==> src/rtl/osc_trim_pkg.sv <==
// Constants shared by the oscillator trim registers and the offset stage.
// Assumes one system clock and an 8-bit register access port.
package osc_trim_pkg;

    // Register addresses
    localparam logic [7:0]  OSC_TRIM_LOW_ADDR  = 8'h3C;
    localparam logic [7:0]  OSC_TRIM_HIGH_ADDR = 8'h3D;

    // Byte and word layout
    localparam int          TRIM_BYTE_W        = 8;
    localparam int          TRIM_WORD_W        = 16;
    localparam int          TRIM_LOW_LSB       = 0;
    localparam int          TRIM_HIGH_LSB      = 8;
    localparam int          OFFSET_W           = 17;
    localparam int          FREQ_W             = 24;

    // Reset values: each byte resets to 1001 1001
    localparam logic [7:0]  OSC_TRIM_BYTE_RESET = 8'h99;
    localparam logic [15:0] OSC_TRIM_ZERO_WORD  = 16'h9999;  // 39321, zero offset

    // Read answer for addresses outside the block
    localparam logic [7:0]  UNMAPPED_READ_DATA  = 8'h00;

    // Trim resolution and usable span
    localparam real         TRIM_STEP_PPM      = 0.0196229;
    localparam real         TRIM_SPAN_POS_PPM  = 514.0;
    localparam real         TRIM_SPAN_NEG_PPM  = 771.0;

    // Signed offset bounds that the 16-bit word can reach
    localparam logic signed [16:0] OFFSET_MAX = 17'sh06666;  // 65535 - 39321
    localparam logic signed [16:0] OFFSET_MIN = -17'sh09999; // 0 - 39321

endpackage

==> src/rtl/trim_offset_calc.sv <==
// Converts the unsigned trim word into a signed offset in trim steps.
// Assumes the word comes from registers on the same clock; purely combinational.
`timescale 1ns/1ps

module trim_offset_calc
    import osc_trim_pkg::*;
(
    trim_word,
    trim_offset,
    at_pos_limit,
    at_neg_limit
);
    input  wire logic        [15:0] trim_word;
    output logic signed      [16:0] trim_offset;
    output logic                    at_pos_limit;
    output logic                    at_neg_limit;

    // Offset is the stored word less the zero-offset default
    always_comb
    begin
        trim_offset  = $signed({1'b0, trim_word}) - $signed({1'b0, OSC_TRIM_ZERO_WORD});
        at_pos_limit = (trim_offset == OFFSET_MAX);
        at_neg_limit = (trim_offset == OFFSET_MIN);
    end

endmodule

==> src/rtl/reference_oscillator_trim.sv <==
// Oscillator trim register pair and the trimmed loop frequency report.
// Assumes the serial configuration port has already been decoded into
// single-cycle read and write strobes on clk, and that the loop filter
// supplies its raw frequency on the same clock.
// Nothing stalls: a request is taken at every edge it is seen.
// Writes to other addresses are ignored; reads there answer 0x00.
`timescale 1ns/1ps

module reference_oscillator_trim
    import osc_trim_pkg::*;
(
    clk,
    sys_rst,
    reg_addr,
    reg_wr_en,
    reg_wr_data,
    reg_rd_en,
    reg_rd_data,
    reg_rd_valid,
    raw_loop_freq,
    trim_word,
    trim_offset,
    reported_loop_freq,
    trim_updated,
    trim_at_pos_limit,
    trim_at_neg_limit
);
    input  wire logic               clk;
    input  wire logic               sys_rst;
    input  wire logic        [7:0]  reg_addr;
    input  wire logic               reg_wr_en;
    input  wire logic        [7:0]  reg_wr_data;
    input  wire logic               reg_rd_en;
    output logic             [7:0]  reg_rd_data;
    output logic                    reg_rd_valid;
    input  wire logic signed [23:0] raw_loop_freq;
    output logic             [15:0] trim_word;
    output logic signed      [16:0] trim_offset;
    output logic signed      [23:0] reported_loop_freq;
    output logic                    trim_updated;
    output logic                    trim_at_pos_limit;
    output logic                    trim_at_neg_limit;

    // Register state
    logic        [7:0]  osc_trim_low_reg;
    logic        [7:0]  osc_trim_low_next;
    logic        [7:0]  osc_trim_high_reg;
    logic        [7:0]  osc_trim_high_next;
    logic        [7:0]  rd_data_reg;
    logic        [7:0]  rd_data_next;
    logic               rd_valid_reg;
    logic               rd_valid_next;
    logic               updated_reg;
    logic               updated_next;

    // Derived state
    // Limit flags are levels; they clear one edge after the word moves away
    logic signed [16:0] offset_reg;
    logic signed [16:0] offset_next;
    logic signed [23:0] reported_reg;
    logic signed [23:0] reported_next;
    logic               pos_limit_reg;
    logic               pos_limit_next;
    logic               neg_limit_reg;
    logic               neg_limit_next;

    // Combined word seen by the loop
    logic        [15:0] word_now;
    logic signed [16:0] offset_now;
    logic               pos_limit_now;
    logic               neg_limit_now;

    // Either byte feeds the word directly; no shadow or commit stage
    assign word_now = {osc_trim_high_reg, osc_trim_low_reg};

    // Offset and limit decode carry no register of their own; the stage
    // further down registers them so every output leaves a flip-flop.
    trim_offset_calc trim_offset_calc_inst
    (
        .trim_word    (word_now),
        .trim_offset  (offset_now),
        .at_pos_limit (pos_limit_now),
        .at_neg_limit (neg_limit_now)
    );

    // Register writes and reads
    always_comb
    begin
        osc_trim_low_next  = osc_trim_low_reg;
        osc_trim_high_next = osc_trim_high_reg;
        updated_next       = 1'b0;
        rd_data_next       = rd_data_reg;
        rd_valid_next      = 1'b0;
        // Only the two trim addresses are decoded; the rest of the map is
        // served by other blocks.
        if (reg_wr_en)
        begin
            case (reg_addr)
                OSC_TRIM_LOW_ADDR:
                begin
                    osc_trim_low_next = reg_wr_data;
                    updated_next      = 1'b1;
                end
                OSC_TRIM_HIGH_ADDR:
                begin
                    osc_trim_high_next = reg_wr_data;
                    updated_next       = 1'b1;
                end
                default:
                begin
                    updated_next = 1'b0;  // Other addresses belong elsewhere
                end
            endcase
        end
        // Reads sample the bytes before this edge's write lands, so a read
        // and a write of one byte in the same cycle return the old value.
        if (reg_rd_en)
        begin
            rd_valid_next = 1'b1;
            case (reg_addr)
                OSC_TRIM_LOW_ADDR:
                begin
                    rd_data_next = osc_trim_low_reg;
                end
                OSC_TRIM_HIGH_ADDR:
                begin
                    rd_data_next = osc_trim_high_reg;
                end
                default:
                begin
                    rd_data_next = UNMAPPED_READ_DATA;
                end
            endcase
        end
    end

    // Reset restores the zero-offset word; the loop sees it from the
    // first edge after release.
    always_ff @(posedge clk)
    begin
        if (sys_rst)
        begin
            osc_trim_low_reg  <= OSC_TRIM_BYTE_RESET;
            osc_trim_high_reg <= OSC_TRIM_BYTE_RESET;
            updated_reg       <= 1'b0;
            rd_data_reg       <= 8'h00;
            rd_valid_reg      <= 1'b0;
        end
        else
        begin
            osc_trim_low_reg  <= osc_trim_low_next;
            osc_trim_high_reg <= osc_trim_high_next;
            updated_reg       <= updated_next;
            rd_data_reg       <= rd_data_next;
            rd_valid_reg      <= rd_valid_next;
        end
    end

    // Trimmed frequency report. The offset is counted in steps of
    // TRIM_STEP_PPM, the same unit as the raw loop frequency, so the sum
    // needs no scaling. Saturation guards against a raw value near the
    // edge of its range wrapping when the full span is programmed.
    always_comb
    begin
        logic signed [24:0] sum;
        sum            = 25'sh0;
        offset_next    = offset_now;
        pos_limit_next = pos_limit_now;
        neg_limit_next = neg_limit_now;
        sum = $signed({raw_loop_freq[23], raw_loop_freq})
            + $signed({{8{offset_now[16]}}, offset_now});
        if (sum > 25'sh7FFFFF)
        begin
            reported_next = 24'sh7FFFFF;
        end
        else if (sum < -25'sh800000)
        begin
            reported_next = 24'sh800000; // Most negative 24-bit value
        end
        else
        begin
            reported_next = sum[23:0];
        end
    end

    // One register stage keeps offset, flags and report in step, all
    // landing two edges after the write strobe.
    always_ff @(posedge clk)
    begin
        if (sys_rst)
        begin
            offset_reg    <= 17'sh00000;
            reported_reg  <= 24'sh000000;
            pos_limit_reg <= 1'b0;
            neg_limit_reg <= 1'b0;
        end
        else
        begin
            offset_reg    <= offset_next;
            reported_reg  <= reported_next;
            pos_limit_reg <= pos_limit_next;
            neg_limit_reg <= neg_limit_next;
        end
    end

    // Outputs, all straight from flip-flops
    // trim_word is the byte pair itself, so it leads trim_offset by one edge
    assign trim_word          = {osc_trim_high_reg, osc_trim_low_reg};
    assign trim_offset        = offset_reg;
    assign reported_loop_freq = reported_reg;
    assign trim_updated       = updated_reg;
    assign trim_at_pos_limit  = pos_limit_reg;
    assign trim_at_neg_limit  = neg_limit_reg;
    assign reg_rd_data        = rd_data_reg;
    assign reg_rd_valid       = rd_valid_reg;

endmodule

==> config.mk <==
export PLATFORM = sky130hd
export DESIGN_NAME = reference_oscillator_trim
export DESIGN_NICKNAME = d
export VERILOG_FILES = /design/src/rtl/osc_trim_pkg.sv /design/src/rtl/trim_offset_calc.sv /design/src/rtl/reference_oscillator_trim.sv
export SDC_FILE = /design/constraint.sdc
export NUM_CORES = 1
export LEC_CHECK = 0
export BUFFER_PORTS_ARGS = -buffer_cell sky130_fd_sc_hd__buf_4
export CORE_ASPECT_RATIO = 1.75
export CORE_MARGIN = 5
export CORE_UTILIZATION = 56
export CTS_CLUSTER_SIZE = 10
export DETAILED_ROUTE_END_ITERATION = 8
export PLACE_DENSITY = 0.85
export SETUP_SLACK_MARGIN = 0.4
export SLEW_MARGIN = 20
export SYNTH_ARGS = -nofsm -noshare
export SYNTH_HDL_FRONTEND = slang
export SYNTH_SLANG_ARGS = --single-unit
==> constraint.sdc <==
create_clock -name clk -period 9.7 [get_ports clk]
set_clock_uncertainty 0.2 [all_clocks]
set_input_delay 2.425 -clock clk [delete_from_list [all_inputs] [get_ports clk]]
set_output_delay 2.425 -clock clk [all_outputs]
set_load 0.05 [all_outputs]
==> results.yml, run 1 <==
grt:
  grt_pass1_wl_um: 16900
  grt_overflow: 0
  antenna_found_initial: 0
  grt_pass1_vias: 3676
  grt_max_degree: 49
  grt_use_total_pct: 24.7
timing:
  finalSetupViolCount: 0
  final_max_slew_viol_count: 0
  rsz0062_at_grt: "false"
  setup_ws_ns: 4.28
  period_share_pct: 55.9
  fmax_mhz: 184
  tightest_slew_ns: 1.03
  period_needed_ns: 5.42
  hold_viol: 0
  relSlewSlack_pct: 30.9
  fin_setup_tns_ns: 0
route:
  vias_per_cell: 5.61
  drtIter0Drc: 189
  vias: 3644
  wire_per_inst_um: 16.0
  firstDrtPassIters: 5
  drc: 0
  ant_nets: 0
  drt_wl_total_um: 10400
floorplan:
  die_h_um: 121
  dieArea_um2: 8820
  rows: 40
  start_util_pct: 57.0
  core_um2: 6860
  io_pins: 113
  fp.dieW_um: 73.2
logic_synthesis:
  synth.net_count: 529
  synth.cells.most_frequent: "69 x dfxtp_1, 48 x nor2_1, 34 x o21ai_0"
  async_reset_ff_share_pct: 0
  ys_seq_elements: 69
  ys_seq_area_share_pct: 35.3
  yosysMostFrequentCell: "dfxtp_1"
  synth_enable_flop_cells: 0
  yosys.area.top_type: "dfxtp_1"
  synthTopCellsByArea: "dfxtp_1 35%, ha_1 9.0%, xnor2_1 4.7%, nor2_1 4.6%, o21ai_0 4.4%"
  yosysWarnings: 0
  synth_top_area_share_pct: 35.3
  syn_area_per_cell_um2: 8.57
  synth.distinct_cells: 56
  synth_ff_type: "dfxtp_1"
  netlist_instances: 456
  syn_area_um2: 3910
layout:
  antenna_cells: 0
  fin_util_pct: 74.5
  design_area_um2: 5110
  fin_nets: 633
  fillers: 520
  largest_reg_flops: 24
  drive_above_1_share_pct: 25.5
  syn2layout_area_growth_pct: 30.7
clock_network:
  clk_pin_slew_ns: 0.06
  clock_path_buffers: 2
  cts_made_buffers: 9
  cts_tree: "built"
  cts_root_buf: "clkbuf_16"
  postCtsHoldBufs: 0
  worstSkewPairLatency_ns: 0.34
  cts_setup_buffers: 0
  cts_resized: 0
  h-tree-depth: 3
  clock-sinks: 69
power:
  powerDensity_nw_per_um2: 150
  vdd_drop_max_uv: 131
  p_leak_nw: 2.46
  p_total_w: 0.000764
setup_path:
  required_ns: 9.67
  crit_path_end_kind: "register"
  cp.arrival_ns: 5.40
  path_max_fanout: 21
  start_kind: "input port"
  path_class: "input port to register"
placement:
  port_buffers: 112
  dpl-instance-area_um2: 4780
  dp_hpwl_um: 8100
  place_congestion: 0.956
  dpl_worst_slack_ns: 3.94
flow_run:
  cap_violations: 0
run_status:
  outcome: "completed"
worst_hold_path:
  hp-class: "register to register"
## worst max-delay path, cell delays in order
cell       delay, ns
buf_4           0.08
ha_1            0.18
inv_1           0.06
fa_1            0.38
nand2b_1        0.17
a21oi_1         0.19
o31ai_1         0.16
a311oi_2        0.39
a21o_1          0.24
and3_1          0.28
a2bb2oi_2       0.61
o21ai_0         0.21
## area by class of cell
cell class	instances	area [um2]	share of cell area [%]
Multi-Input combinational cell	349	2390	46.7
Sequential cell	69	1380	27.0
Tap cell	84	105	2.06
Timing Repair Buffer	112	841	16.5
Clock inverter	7	97.6	1.91
Clock buffer	9	225	4.41
Inverter	19	71.3	1.40
## final timing paths
| kind | start | to | slack [ns] | depth (start not counted) |
|---|---|---|---|---|
| worst min-delay path | osc_trim_low_reg[0]$_SDFFE_PP1P_ | trim_offset[0]$_SDFF_PP0_ | 0.31 | 1 |
| worst max-delay path | raw_loop_freq[0] | reported_loop_freq[11]$_SDFF_PP0_ | 4.28 | 12 |
| worst max register to register | osc_trim_low_reg[0]$_SDFFE_PP1P_ | reported_loop_freq[11]$_SDFF_PP0_ | 4.37 | 18 |
| worst min register to register | osc_trim_low_reg[0]$_SDFFE_PP1P_ | trim_offset[0]$_SDFF_PP0_ | 0.31 | 1 |
## per-layer routing
metal,vias to the layer above,share of wire (%),global-route usage (%)
met5,-,0,0
met4,0,3.1,14.0
met3,20,6.3,5.57
met2,116,54,44.2
met1,1691,36,25.2
li1,1817,-,-
## layout by cell type, fill, tap and decap left out, types with 8 or more instances in the layout
master,synthesis,layout
inv_1,19,19
a21o_1,14,14
xor2_1,13,13
xnor2_1,21,21
clkbuf_16,0,9
a21oi_1,33,33
o21ai_0,34,34
dfxtp_1,69,69
mux2i_1,9,9
nor2_1,48,48
buf_4,0,112
a211o_1,9,9
nor2b_1,26,26
nor3_1,8,8
ha_1,28,28
nand2_1,32,32
## stage by stage
stage                     hold slack, ns  std cells
final                              0.312        649
after global routing               0.358        649
after CTS                          0.313        649
after detailed placement           0.296        633
after global placement             0.284        633
after floorplan                    0.479        456
## kinds of logic (layout without fill, tap and decap cells)
kind of cell | count (synthesis) | after routing | synth area share [%]
xor gates and xnor gates | 35 | 35 | 8.03
adders and majority gates | 29 | 29 | 9.48
DFF | 69 | 69 | 35.3
and+or+nand+nor | 141 | 141 | 17.7
muxes | 15 | 15 | 4.03
AOI/OAI and AO/OA | 129 | 129 | 21.7
buffers and inverters | 38 | 147 | 3.78
## where the power goes
part / switching, W / internal, W
sequential: 0.00000301 / 0.000294
combinational: 0.0000739 / 0.0000420
clock: 0.000126 / 0.000226
total: 0.000203 / 0.000561
Power figures use the tool's default switching activity.
==> run 2: changes to the inputs <==
--- a/config.mk
+++ b/config.mk
@@ -8,10 +8,10 @@
 export BUFFER_PORTS_ARGS = -buffer_cell sky130_fd_sc_hd__buf_4
 export CORE_ASPECT_RATIO = 1.75
 export CORE_MARGIN = 5
-export CORE_UTILIZATION = 56
+export CORE_UTILIZATION = 52
 export CTS_CLUSTER_SIZE = 10
 export DETAILED_ROUTE_END_ITERATION = 8
-export PLACE_DENSITY = 0.85
+export PLACE_DENSITY = 0.8
 export SETUP_SLACK_MARGIN = 0.4
 export SLEW_MARGIN = 20
 export SYNTH_ARGS = -nofsm -noshare
==> constraint.sdc (replaced) <==
create_clock -name clk -period 5.1 [get_ports clk]
set_clock_uncertainty 0.2 [all_clocks]
set_input_delay 1.275 -clock clk [delete_from_list [all_inputs] [get_ports clk]]
set_output_delay 1.275 -clock clk [all_outputs]
set_load 0.05 [all_outputs]
==> run 2 against run 1 <==
Against the previous run: sequential share of layout area shrank 0.39 points; core utilization decreased by 5.0 points; register-to-register slack lost 3.7 ns; clock power up 87%.
==> results.yml, run 2 (synthesized netlist as in run 1, its figures left out) <==
run_status:
  outcome: "completed"
grt:
  grt_max_degree: 49
  grt_pass1_wl_um: 17400
  grt_overflow: 0
  grt_use_total_pct: 23.8
  antenna_found_initial: 0
  grt_pass1_vias: 3753
clock_network:
  clock_path_buffers: 2
  clock-sinks: 69
  cts_root_buf: "clkbuf_16"
  postCtsHoldBufs: 0
  clk_pin_slew_ns: 0.05
  worstSkewPairLatency_ns: 0.34
  cts_tree: "built"
  cts_made_buffers: 9
  h-tree-depth: 3
route:
  drc: 0
  wire_per_inst_um: 16.4
  firstDrtPassIters: 4
  drt_wl_total_um: 10800
  ant_nets: 0
  vias: 3738
  vias_per_cell: 5.68
  drtIter0Drc: 241
floorplan:
  start_util_pct: 52.4
  core_um2: 7460
  die_h_um: 125
  fp.dieW_um: 75.5
  rows: 42
  dieArea_um2: 9420
  io_pins: 113
timing:
  fin_setup_tns_ns: 0
  relSlewSlack_pct: 37.5
  period_needed_ns: 4.45
  rsz0062_at_grt: "false"
  fmax_mhz: 225
  final_max_slew_viol_count: 0
  period_share_pct: 87.3
  hold_viol: 0
  tightest_slew_ns: 0.935
  finalSetupViolCount: 0
layout:
  drive_above_1_share_pct: 27.7
  fin_nets: 639
  layout_common_cells: "118 x buf_4, 69 x dfxtp_1, 48 x nor2_1"
  syn2layout_area_growth_pct: 32.6
  largest_reg_flops: 24
  antenna_cells: 0
  fin_util_pct: 69.5
  layout_commonest_cell: "buf_4"
setup_path:
  path_max_fanout: 21
  required_ns: 5.14
  crit_path_end_kind: "register"
  start_kind: "register"
  cp.arrival_ns: 4.49
  path_class: "register to register"
placement:
  place_congestion: 0.891
  dp_hpwl_um: 8280
  port_buffers: 112
power:
  vdd_drop_max_uv: 180
  p_leak_nw: 2.48
  powerDensity_nw_per_um2: 279
flow_run:
  cap_violations: 0
worst_hold_path:
  hp-class: "register to register"
-- run 2: cell types whose count changed in the layout (fill, tap and decap cells not counted), moves of 2 or more --
cell / before / now
inv_1: 19 / 17
buf_4: 112 / 118
ha_2: 0 / 2
a21oi_2: 0 / 4
ha_1: 28 / 26
a21oi_1: 33 / 29
-- run 2: path summary, 6_finish.rpt --
path / slack (ns) / from / end / cells past startpoint
setup reg to reg: 0.65 / osc_trim_low_reg[1]$_SDFFE_PP0P_ / reported_loop_freq[9]$_SDFF_PP0_ / 19
setup / recovery: 0.65 / osc_trim_low_reg[1]$_SDFFE_PP0P_ / reported_loop_freq[9]$_SDFF_PP0_ / 19
hold / removal: 0.34 / osc_trim_low_reg[0]$_SDFFE_PP1P_ / trim_offset[0]$_SDFF_PP0_ / 1
hold reg to reg: 0.34 / osc_trim_low_reg[0]$_SDFFE_PP1P_ / trim_offset[0]$_SDFF_PP0_ / 1
-- run 2: final cells by class --
type | count | area (um2)
clock buffer | 11 | 243
clock inverter | 4 | 72.6
fill | 631 | 2280
inverter | 19 | 73.8
multi-input combinational | 349 | 2420
sequential | 69 | 1380
tap | 88 | 110
timing repair buffer | 118 | 886
-- run 2: what timing repair did --
action,CTS,global route
hold endpoints to repair,0,0
gates resized for setup,3,10
pin swaps,0,2
endpoints found under the setup margin,23,23
setup buffers,0,3
-- run 2: power breakdown --
part,total (W),internal (W),switching [W]
logic,0.000225,0.0000818,0.000143
registers,0.000565,0.000559,0.00000555
clock network,0.000657,0.000437,0.000220
total,0.00145,0.00108,0.000368
-- run 2: layer usage --
layer | track usage [%] | routed length (um) | up-vias
li1 | - | - | 1825
met1 | 24.4 | 3810 | 1732
met2 | 40.3 | 5700 | 142
met3 | 6.70 | 691 | 39
met4 | 15.0 | 576 | 0
met5 | 0 | 0 | -
-- run 2: worst max-delay path, stage by stage (launching register included) --
cell and delay, ns:
dfxtp_1 0.37, inv_1 0.12, ha_2 0.22, nand2b_4 0.06, a311o_1 0.39, a311o_1 0.36
a31oi_2 0.26, nand2b_1 0.07, and2_1 0.20, inv_4 0.12, ha_2 0.33, a21oi_2 0.19
o21ai_0 0.10, a21oi_1 0.16, o221ai_1 0.13, a21o_1 0.22, and3_1 0.23, a2bb2oi_2 0.17
buf_4 0.19, o31ai_1 0.25
-- run 2: metrics by stage --
stage	power [W]	area, um2	cells	hold slack, ns	setup slack [ns]
floorplan	0.000720	3910	456	0.479	0.611
global placement	0.000795	4810	640	0.291	0.460
detailed placement	0.000798	4810	640	0.307	0.258
CTS	0.00145	5130	655	0.333	0.455
global route	0.00150	5180	658	0.365	0.398
finish	0.00145	5180	658	0.343	0.647
==> run 3: changes to the inputs <==
--- a/config.mk
+++ b/config.mk
@@ -8,10 +8,11 @@
 export BUFFER_PORTS_ARGS = -buffer_cell sky130_fd_sc_hd__buf_4
 export CORE_ASPECT_RATIO = 1.75
 export CORE_MARGIN = 5
-export CORE_UTILIZATION = 52
+export CORE_UTILIZATION = 54
+export CTS_BUF_LIST = sky130_fd_sc_hd__clkbuf_8
 export CTS_CLUSTER_SIZE = 10
 export DETAILED_ROUTE_END_ITERATION = 8
-export PLACE_DENSITY = 0.8
+export PLACE_DENSITY = 0.83
 export SETUP_SLACK_MARGIN = 0.4
 export SLEW_MARGIN = 20
 export SYNTH_ARGS = -nofsm -noshare
==> run 3 against run 2 <==
Against the previous run: core utilization grew 1.9 points; global-route usage grew 0.32 points; sequential power is essentially flat; clock power shrank 22%; fmax grew 1.1%; sequential cell count is the same; first-iteration DRC count shrank 32%; hold slack lost 0.0043 ns; worst setup slack gained 0.048 ns; critical path type unchanged; critical endpoint unchanged; largest cell class unchanged; largest power group is now sequential cells.
==> results.yml, run 3 (synthesized netlist as in run 1, its figures left out) <==
placement:
  place_congestion: 0.868
  port_buffers: 112
  dp_hpwl_um: 8510
  dpl_worst_slack_ns: 0.313
  dpl-instance-area_um2: 4810
layout:
  layout_common_cells: "116 x buf_4, 69 x dfxtp_1, 48 x nor2_1"
  drive_above_1_share_pct: 27.6
  largest_reg_flops: 24
  layout_commonest_cell: "buf_4"
  antenna_cells: 0
  fin_nets: 637
  design_area_um2: 5090
  final-seq-area_um2: 1380
  syn2layout_area_growth_pct: 30.1
  multi_input_area_um2: 2420
  fillers: 574
timing:
  relSlewSlack_pct: 31.9
  finalSetupViolCount: 0
  tightest_slew_ns: 1.02
  setup_ws_ns: 0.696
  holdWs_ns: 0.339
  period_needed_ns: 4.40
  period_share_pct: 86.4
  final_max_slew_viol_count: 0
  fin_setup_tns_ns: 0
  fmax_mhz: 227
  rsz0062_at_grt: "false"
  hold_viol: 0
grt:
  grt_use_total_pct: 24.1
  grt_overflow: 0
  grt_pass1_wl_um: 16800
  grt_max_degree: 49
  antenna_found_initial: 0
  grt_pass1_vias: 3709
route:
  firstDrtPassIters: 5
  vias: 3661
  drc: 0
  wire_per_inst_um: 16.3
  ant_nets: 0
  drt_wl_total_um: 10700
  vias_per_cell: 5.59
  drtIter0Drc: 165
worst_hold_path:
  worst_hold_path.endpoint: "trim_offset[0]$_SDFF_PP0_"
  hp-class: "register to register"
  worstHoldPathCells: 1
  hold_start: "osc_trim_low_reg[0]$_SDFFE_PP1P_"
clock_network:
  worstSkewPairLatency_ns: 0.36
  clock-sinks: 69
  cts_root_buf: "clkbuf_8"
  clock_path_buffers: 2
  cts_tree: "built"
  cts_made_buffers: 9
  clk_pin_slew_ns: 0.08
  cts_setup_buffers: 0
  postCtsHoldBufs: 0
  h-tree-depth: 3
setup_path:
  path_cells: "inv_2 -> ha_2 -> nand2b_4 -> a311o_1 -> a311o_2 -> a31oi_4 -> nand2b_1 -> and2_1 -> inv_4 -> ha_1 -> a21oi_2 -> o21ai_0 -> a21oi_1 -> o221ai_1 -> a21o_1 -> and3_1 -> a2bb2oi_2 -> buf_4 -> o31ai_1"
  required_ns: 5.17
  cp.arrival_ns: 4.48
  r2r_start: "osc_trim_low_reg[0]$_SDFFE_PP1P_"
  start_kind: "register"
  rr_worst_depth: 19
  crit_path_end_kind: "register"
  timing.rr.end: "reported_loop_freq[9]$_SDFF_PP0_"
  critPathMaxStageDelay_ns: 0.40
  path_max_fanout: 21
  rrSetupSlack_ns: 0.70
  crit_slowest_cell: "a311o_2"
  path_class: "register to register"
flow_run:
  cap_violations: 0
floorplan:
  core_um2: 7130
  dieArea_um2: 9110
  io_pins: 113
  start_util_pct: 54.8
  die_h_um: 123
  rows: 41
  fp.dieW_um: 74.3
power:
  vdd_drop_max_uv: 179
  p_leak_nw: 2.44
  powerDensity_nw_per_um2: 255
run_status:
  outcome: "completed"
run 3: what timing repair did:
item	in CTS	in global routing
setup endpoints to repair	21	23
resized for setup	2	10
pin swaps	0	1
run 3: worst max-delay path by stage:
stage                     slack [ns]  depth (start not counted)                              from                                 to
after floorplan                 0.61                         19  osc_trim_low_reg[0]$_SDFFE_PP1P_  reported_loop_freq[14]$_SDFF_PP0_
after global placement          0.46                         18  osc_trim_low_reg[0]$_SDFFE_PP1P_   reported_loop_freq[9]$_SDFF_PP0_
after detailed placement        0.31                         18  osc_trim_low_reg[0]$_SDFFE_PP1P_   reported_loop_freq[9]$_SDFF_PP0_
after CTS                       0.44                         18  osc_trim_low_reg[0]$_SDFFE_PP1P_   reported_loop_freq[9]$_SDFF_PP0_
after global routing            0.41                         19  osc_trim_low_reg[1]$_SDFFE_PP0P_   reported_loop_freq[9]$_SDFF_PP0_
final                           0.70                         19  osc_trim_low_reg[0]$_SDFFE_PP1P_   reported_loop_freq[9]$_SDFF_PP0_
run 3: worst max-delay path: cells and delay by family, from the launching register on:
family | cells | cell delay [ns]
AOI/OAI and AO/OA | 10 | 2.21
and+or+nand+nor | 4 | 0.55
DFF | 1 | 0.38
adders and majority gates | 2 | 0.53
buffers and inverters | 3 | 0.44
run 3: cell type report:
class	count	area share [%]
multi-input combinational	349	47.6
tap	86	2.12
inverter	19	1.45
clock buffer	10	2.71
clock inverter	6	1.82
sequential	69	27.2
timing repair buffer	116	17.1
run 3: per-stage QoR:
step	cells	total power (W)	util, %
after floorplan	456	0.000720	-
after global placement	639	0.000796	67.5
after detailed placement	639	0.000799	67.5
after CTS	655	0.00131	70.8
after global routing	655	0.00135	71.3
final	655	0.00130	71.3
run 3: routing by layer:
metal  up-vias  GRT usage [%]  routed length (um)
met2       121           44.5                5830
met5         -              0                   0
met1      1685           23.6                3750
met4         0           14.9                 505
li1       1820              -                   -
met3        35           5.00                 594
run 3: report_power, final:
part           internal (W)  switching [W]  total, W
Clock              0.000292       0.000221  0.000512
Sequential         0.000558     0.00000608  0.000564
Combinational     0.0000814       0.000141  0.000223
Total              0.000931       0.000368   0.00130
